==> src/logic/dss_pkg.sv <==
package dss_pkg;
    localparam int unsigned data_w = 32;
    localparam int unsigned addr_w = 8;
    // register byte addresses (printed index times four where needed)
    localparam logic [7:0] status_index = 8'h02;
    localparam logic [7:0] status_addr = 8'h08;
    localparam logic [7:0] blk_over_th_addr = 8'h10;
    localparam logic [7:0] blk_under_th_addr = 8'h14;
    localparam logic [7:0] irq_status_addr = 8'h18;
    localparam logic [7:0] irq_mask_addr = 8'h1c;
    localparam logic [7:0] sources_addr = 8'h20;
    // field positions of the summary register
    localparam int unsigned bit_scan = 15;
    localparam int unsigned bit_rst = 14;
    localparam int unsigned bit_mismatch = 13;
    localparam int unsigned bit_cell_ov = 12;
    localparam int unsigned bit_cell_uv = 11;
    localparam int unsigned bit_blk_ov = 10;
    localparam int unsigned bit_blk_uv = 9;
    localparam int unsigned bit_aux_ov = 8;
    localparam int unsigned bit_aux_uv = 7;
    localparam int unsigned bit_unused = 6;
    localparam int unsigned bit_pec = 5;
    localparam int unsigned bit_intrfc = 4;
    localparam int unsigned bit_cal = 3;
    localparam int unsigned bit_cbal = 2;
    localparam int unsigned bit_fmea2 = 1;
    localparam int unsigned bit_fmea1 = 0;
    // reset values
    localparam logic [15:0] status_reset = 16'h4000;
    localparam logic [15:0] blk_th_reset = 16'h0000;
    localparam logic [7:0] irq_reset = 8'h00;
    localparam int unsigned n_events = 8;
endpackage

==> src/logic/dss_evt_if.sv <==
`timescale 1ns/1ns
// sticky event bank link between the register file and event logic
interface dss_evt_if #(parameter int unsigned n = 8);
    logic [n-1:0] evt;
    logic [n-1:0] clr;
    logic [n-1:0] mask;
    logic [n-1:0] flags;
    logic irq;
    modport owner (output evt, output clr, output mask,
        input flags, input irq);
    modport bank (input evt, input clr, input mask,
        output flags, output irq);
endinterface

==> src/logic/dss_irq_bank.sv <==
`timescale 1ns/1ns
// sticky event flags; a set in the same cycle as a clear wins
module dss_irq_bank (
    input wire logic pclk,
    input wire logic presetn,
    dss_evt_if.bank ev
);
    logic [dss_pkg::n_events-1:0] flags_q;
    logic irq_q;

    // set dominates clear so no event is lost
    always_ff @(posedge pclk or negedge presetn) begin
        if (!presetn) begin
            flags_q <= dss_pkg::irq_reset;
        end else begin
            flags_q <= (flags_q & ~ev.clr) | ev.evt;
        end
    end

    // level interrupt, registered
    always_ff @(posedge pclk or negedge presetn) begin
        if (!presetn) begin
            irq_q <= 1'b0;
        end else begin
            irq_q <= |(((flags_q & ~ev.clr) | ev.evt) & ev.mask);
        end
    end

    assign ev.flags = flags_q;
    assign ev.irq = irq_q;
endmodule

==> src/logic/dss_status.sv <==
`timescale 1ns/1ns
module dss_status #(
    parameter int unsigned cells = 14,
    parameter int unsigned auxes = 6,
    parameter int unsigned vw = 16
) (
    input wire logic pclk,
    input wire logic presetn,
    input wire logic psel,
    input wire logic penable,
    input wire logic pwrite,
    input wire logic [7:0] paddr,
    input wire logic [31:0] pwdata,
    output logic [31:0] prdata,
    output logic pready,
    output logic pslverr,
    input wire logic scan_complete_flag,
    input wire logic cell_acq_done,
    input wire logic [vw-1:0] cell_max,
    input wire logic [vw-1:0] cell_min,
    input wire logic [vw-1:0] mismatch_threshold,
    input wire logic [cells:1] adc_cell_over_alerts,
    input wire logic [cells:1] comparator_cell_over_alerts,
    input wire logic [cells:1] adc_cell_under_alerts,
    input wire logic [cells:1] comparator_cell_under_alerts,
    input wire logic [auxes-1:0] adc_aux_over_alerts,
    input wire logic [auxes-1:0] comparator_aux_over_alerts,
    input wire logic [auxes-1:0] adc_aux_under_alerts,
    input wire logic [auxes-1:0] comparator_aux_under_alerts,
    input wire logic block_acq_done,
    input wire logic [vw-1:0] block_voltage,
    input wire logic up_path_checksum_alert,
    input wire logic down_path_checksum_alert,
    input wire logic interface_error_alert,
    input wire logic calibration_fault_alert,
    input wire logic balancing_alert,
    input wire logic [15:0] fault_group_two,
    input wire logic [15:0] fault_group_one,
    output logic irq
);
    logic [15:0] stat_q;
    logic [vw-1:0] blk_ov_th_q;
    logic [vw-1:0] blk_uv_th_q;
    logic [7:0] mask_q;
    logic [31:0] prdata_q;
    logic pready_q;
    logic pslverr_q;
    logic setup;
    logic wr;
    logic rst_clr;
    logic any_ov;
    logic any_uv;
    logic aux_ov;
    logic aux_uv;
    logic mism;
    logic [15:0] stat_d;
    logic [15:0] stat_rise;
    logic [7:0] evt_bits;
    logic [7:0] clr_bits;
    logic mapped;

    dss_evt_if #(.n(dss_pkg::n_events)) ev ();

    // setup phase selects the read data; a write lands only in the
    // access phase, at the edge where pready is seen high
    assign setup = psel && !penable;
    assign wr = psel && penable && pready_q && pwrite;
    assign mapped = (paddr == dss_pkg::status_addr)
        || (paddr == dss_pkg::blk_over_th_addr)
        || (paddr == dss_pkg::blk_under_th_addr)
        || (paddr == dss_pkg::irq_status_addr)
        || (paddr == dss_pkg::irq_mask_addr)
        || (paddr == dss_pkg::sources_addr);
    // only a written 0 in bit 14 clears; a written 1 does nothing
    assign rst_clr = wr && (paddr == dss_pkg::status_addr)
        && !pwdata[dss_pkg::bit_rst];

    // live summaries of the alert sources
    assign any_ov = |adc_cell_over_alerts
        || |comparator_cell_over_alerts;
    assign any_uv = |adc_cell_under_alerts
        || |comparator_cell_under_alerts;
    assign aux_ov = |adc_aux_over_alerts
        || |comparator_aux_over_alerts;
    assign aux_uv = |adc_aux_under_alerts || |comparator_aux_under_alerts;
    assign mism = (cell_max > cell_min)
        && ((cell_max - cell_min) > mismatch_threshold);

    // next value of the summary register
    always_comb begin
        stat_d = stat_q;
        stat_d[dss_pkg::bit_scan] = scan_complete_flag;
        if (rst_clr) begin
            stat_d[dss_pkg::bit_rst] = 1'b0;
        end
        // a set from the source wins over a clear at acquisition
        if (any_ov) begin
            stat_d[dss_pkg::bit_cell_ov] = 1'b1;
        end else if (cell_acq_done) begin
            stat_d[dss_pkg::bit_cell_ov] = 1'b0;
        end
        if (any_uv) begin
            stat_d[dss_pkg::bit_cell_uv] = 1'b1;
        end else if (cell_acq_done) begin
            stat_d[dss_pkg::bit_cell_uv] = 1'b0;
        end
        if (aux_ov) begin
            stat_d[dss_pkg::bit_aux_ov] = 1'b1;
        end else if (cell_acq_done) begin
            stat_d[dss_pkg::bit_aux_ov] = 1'b0;
        end
        if (aux_uv) begin
            stat_d[dss_pkg::bit_aux_uv] = 1'b1;
        end else if (cell_acq_done) begin
            stat_d[dss_pkg::bit_aux_uv] = 1'b0;
        end
        if (cell_acq_done) begin
            stat_d[dss_pkg::bit_mismatch] = mism;
        end
        // block alerts only move at a block acquisition
        if (block_acq_done) begin
            stat_d[dss_pkg::bit_blk_ov] =
                block_voltage > blk_ov_th_q;
            stat_d[dss_pkg::bit_blk_uv] =
                block_voltage < blk_uv_th_q;
        end
        stat_d[dss_pkg::bit_unused] = 1'b0;
        stat_d[dss_pkg::bit_pec] = up_path_checksum_alert
            || down_path_checksum_alert;
        // summaries of the other registers follow their sources
        stat_d[dss_pkg::bit_intrfc] = interface_error_alert;
        stat_d[dss_pkg::bit_cal] = calibration_fault_alert;
        stat_d[dss_pkg::bit_cbal] = balancing_alert;
        stat_d[dss_pkg::bit_fmea2] = |fault_group_two;
        stat_d[dss_pkg::bit_fmea1] = |fault_group_one;
    end

    // summary register; the reset-alert bit powers up set
    always_ff @(posedge pclk or negedge presetn) begin
        if (!presetn) begin
            stat_q <= dss_pkg::status_reset;
        end else begin
            stat_q <= stat_d;
        end
    end

    // block thresholds written by software
    always_ff @(posedge pclk or negedge presetn) begin
        if (!presetn) begin
            blk_ov_th_q <= vw'(dss_pkg::blk_th_reset);
            blk_uv_th_q <= vw'(dss_pkg::blk_th_reset);
        end else if (wr) begin
            if (paddr == dss_pkg::blk_over_th_addr) begin
                blk_ov_th_q <= pwdata[vw-1:0];
            end
            if (paddr == dss_pkg::blk_under_th_addr) begin
                blk_uv_th_q <= pwdata[vw-1:0];
            end
        end
    end

    // interrupt mask
    always_ff @(posedge pclk or negedge presetn) begin
        if (!presetn) begin
            mask_q <= dss_pkg::irq_reset;
        end else if (wr && paddr == dss_pkg::irq_mask_addr) begin
            mask_q <= pwdata[7:0];
        end
    end

    // events are rising edges of the high byte of the summary
    assign stat_rise = stat_d & ~stat_q;
    assign evt_bits = stat_rise[15:8];
    assign clr_bits = (wr && paddr == dss_pkg::irq_status_addr)
        ? pwdata[7:0] : 8'h00;
    assign ev.evt = evt_bits;
    assign ev.clr = clr_bits;
    assign ev.mask = mask_q;

    dss_irq_bank u_bank (
        .pclk(pclk),
        .presetn(presetn),
        .ev(ev)
    );

    // apb answer: no wait state, pready high in the first access cycle, read data captured in setup
    always_ff @(posedge pclk or negedge presetn) begin
        if (!presetn) begin
            pready_q <= 1'b0;
            pslverr_q <= 1'b0;
            prdata_q <= 32'h00000000;
        end else begin
            pready_q <= setup;
            pslverr_q <= setup && !mapped;
            if (setup && !pwrite) begin
                case (paddr)
                    dss_pkg::status_addr: prdata_q <= {16'h0000, stat_q};
                    dss_pkg::blk_over_th_addr:
                        prdata_q <= 32'(blk_ov_th_q);
                    dss_pkg::blk_under_th_addr:
                        prdata_q <= 32'(blk_uv_th_q);
                    dss_pkg::irq_status_addr:
                        prdata_q <= {24'h000000, ev.flags};
                    dss_pkg::irq_mask_addr:
                        prdata_q <= {24'h000000, mask_q};
                    dss_pkg::sources_addr:
                        prdata_q <= {28'h0000000, any_ov, any_uv,
                            aux_ov, mism};
                    default: prdata_q <= 32'h00000000;
                endcase
            end
        end
    end

    assign prdata = prdata_q;
    assign pready = pready_q;
    assign pslverr = pslverr_q;
    assign irq = ev.irq;
endmodule

==> config.mk <==
export PLATFORM = sky130hd
export DESIGN_NAME = dss_status
export DESIGN_NICKNAME = d
export VERILOG_FILES = /design/src/logic/dss_pkg.sv /design/src/logic/dss_evt_if.sv /design/src/logic/dss_irq_bank.sv /design/src/logic/dss_status.sv
export SDC_FILE = /design/constraint.sdc
export NUM_CORES = 1
export LEC_CHECK = 0
export BUFFER_PORTS_ARGS = -buffer_cell sky130_fd_sc_hd__buf_2
export CAP_MARGIN = 20
export CORE_ASPECT_RATIO = 1.25
export CORE_MARGIN = 2
export CORE_UTILIZATION = 48
export DETAILED_ROUTE_END_ITERATION = 10
export GPL_TIMING_DRIVEN = 0
export PLACE_DENSITY_LB_ADDON = 0.1
export SETUP_SLACK_MARGIN = 0.15
export SLEW_MARGIN = 20
export SYNTH_ARGS = -nofsm -noshare
export SYNTH_HDL_FRONTEND = slang
export SYNTH_SLANG_ARGS = --single-unit
==> constraint.sdc <==
create_clock -name pclk -period 2.1 [get_ports pclk]
set_input_delay 0.525 -clock pclk [delete_from_list [all_inputs] [get_ports pclk]]
set_output_delay 0.525 -clock pclk [all_outputs]
set_load 0.05 [all_outputs]
==> results_dict.tcl <==
set metrics [dict create \
    power.density_nw_per_um2 580 \
    layout.nets 1212 \
    internal_power_w 0.00320 \
    synth_area_leader_cell "dfrtp_1" \
    gp_congestion 0.879 \
    maxCapViolCount 0 \
    worstPathArrival_ns 3.60 \
    cts_buffers 9 \
    wl_um 18900 \
    tns_ns -4.91 \
    htree_levels 3 \
    pwr-share-seq 0.360 \
    p_clk_frac 0.353 \
    post_synth_num_cell_types 64 \
    grt_max_degree 59 \
    place_inst 1049 \
    synth-xor-area-share 0.0180 \
    grt_pass1_wl_um 29500 \
    synth-compound-area-share 0.170 \
    synth.area.top_cells "dfrtp_1, ha_1, inv_1, mux2_2, o21ai_0" \
    start_util 0.486 \
    dr_total_vias 5970 \
    switching_share 0.319 \
    wire_per_inst_um 17.4 \
    synth.most_common_cell "dfrtp_1" \
    async_flop_share 1.00 \
    diodes 0 \
    path_clk_slew_ns 0.06 \
    clock-skew-final_ns 0.00992 \
    cts_sinks 82 \
    synth.area.mux_share 0.0740 \
    dp_hpwl_um 15300 \
    synth_fa_ha_area_frac 0.139 \
    grt_pass1_vias 6140 \
    synth_edf_count 0 \
    rsz0062_at_grt "true" \
    ant_nets 0 \
    synthSimpleGateAreaFrac 0.164 \
    cts_buffer_depth 2 \
    synth-seq-cells 82 \
    end_kind "flop" \
    maxSlewViolCount 0 \
    antenna_found_initial 0 \
    final_area_um2 8090 \
    place_ws_ns -1.96 \
    violations "setup timing" \
    hold_violations 0 \
    p_leak_nw 4.15 \
    die_area_um2 13100 \
    root_buffer "clkbuf_16" \
    worst_slew_pin_slew_ns 0.808 \
    p_total_w 0.00470 \
    setup_viol 4 \
    ys.flop_type "dfrtp_1" \
    status "complete, but fails checks" \
    synthTopCellsByCount "dfrtp_1, inv_1, ha_1, o21ai_0" \
    vias_per_cell 5.49 \
    insertion_delay_ns 0.35 \
    hold_class "in -> async" \
    drc 0 \
    io_buffer_count 230 \
    worstPathMaxFanout 4 \
    synth_top_family_by_area "compound AO/OA/AOI/OAI gates" \
    min_period_ns 3.35 \
    grt-ovfl-total 0 \
    max_freq_mhz 299 \
    synth_area_per_cell_um2 9.13 \
    power_switching_w 0.00150 \
    grt.total_usage 0.293 \
    areaGrowthSynthToFinish_pct 38.7 \
    die_x_um 103 \
    cts_hold_buf 0 \
    drive_gt1_frac 0.398 \
    yosysTopAreaCellShare 0.347 \
    core_area_um2 12000 \
    synth_area_um2 5830 \
    worstPathRequired_ns 2.36 \
    stdcell_count 1088 \
    synth-seq-area-share 0.352 \
    rows 45 \
    die_h_um 127 \
    r2r_cells 8 \
    yosys_warnings 0 \
    fin_ws_ns -1.25 \
    post-route-period-util 1.59 \
    cp-start-kind "primary input" \
    worst-setup-path-type "in -> reg" \
    place_area_um2 7360 \
    first_iter_violations 311 \
    cts_tree "yes" \
    syn_inst 639 \
    max_slew_margin 0.461 \
    ios 264 \
    drt_pass1_iterations 5 \
    pwr-share-comb 0.287 \
    peakVddDrop_mv 0.431 \
]
logic make-up (layout without fill, tap and decap cells):
logic type                 count (synthesis)  after routing
DFF                                       82             82
xor gates and xnor gates                  12             12
AOI/OAI and AO/OA                        152            152
muxes                                     40             40
and+or+nand+nor                          179            179
other                                      1             16
buffers and inverters                    109            379
adders and majority gates                 64             64
placed cells by master (no fill, tap or decap), types with 25 or more instances in the layout:
cell,Yosys,final
a21oi_1,40,35
buf_2,5,229
buf_4,17,40
dfrtp_1,81,81
ha_1,63,57
inv_1,79,75
mux2_2,25,25
nand2_1,40,40
nor2_1,37,34
nor4_1,32,30
o21ai_0,42,33
worst max-delay path, cell delays in order:
cell and delay (ns):
buf_2 0.08, inv_1 0.03, ha_2 0.20, fa_2 0.36, nor2b_2 0.15, o21ai_2 0.08
a21oi_2 0.17, o221ai_2 0.13, buf_4 0.16, nor2b_1 0.13, xnor2_1 0.14, ha_1 0.31
nand4_1 0.20, a2111oi_4 0.38, a211oi_2 0.08, o21ai_2 0.09, o311ai_4 0.15, o31ai_2 0.24
per-layer routing:
metal,GRT usage,part of all wire,vias to the layer above
met3,0.0613,0.064,50
met2,0.524,0.53,249
met5,0,0,-
met1,0.325,0.36,2802
li1,-,-,2869
met4,0.141,0.041,0
area by class of cell:
cell class,instances,area (um2)
clock buffer,11,253
timing repair buffer,254,1400
multi-input combinational,463,3620
inverter,79,302
buffer,30,205
fill,1016,3900
tap,164,205
sequential,82,2050
clock inverter,5,60.1
flip-flops by register name (all words and copies together), names as in the netlist:
| register | count |
|---|---|
| blk_ov_th_q | 16 |
| blk_uv_th_q | 16 |
| ev.mask | 8 |
| prdata | 16 |
| pready | 1 |
| pslverr | 1 |
| stat_q | 15 |
| u_bank.ev.flags | 8 |
| u_bank.ev.irq | 1 |
timing repair:
| item | in CTS | in global routing |
|---|---|---|
| gates resized for setup | 25 | 32 |
| setup buffers | 11 | 12 |
| pin swaps | 22 | 19 |
| setup endpoints to repair | 48 | 51 |
power by group through the flow:
stage	sequential, W	clock, W	combinational [W]
final	0.00169	0.00166	0.00135
after global routing	0.00170	0.00174	0.00148
after CTS	0.00169	0.00166	0.00130
after detailed placement	0.00172	0	0.00122
after global placement	0.00172	0	0.00118
after floorplan	0.00189	0	0.000594
path summary, 6_finish.rpt:
check / startpoint / end / slack, ns
max: cell_max[0] / u_bank.ev.irq / -1.25
min: presetn / blk_ov_th_q[12] / 0.08
max reg2reg: pready / u_bank.ev.irq / -0.39
min reg2reg: stat_q[14] / stat_q[14] / 0.46
max in group asynchronous: presetn / stat_q[14] / 1.38
min in group pclk: calibration_fault_alert / stat_q[3] / 0.28
through the flow:
step / util / hold WS, ns
after global routing: 0.675 / 0.105
after global placement: 0.611 / 0.453
after CTS: 0.657 / 0.0958
after floorplan: - / 0.229
final: 0.675 / 0.0828
after detailed placement: 0.614 / 0.456
Power figures use the tool's default switching activity.
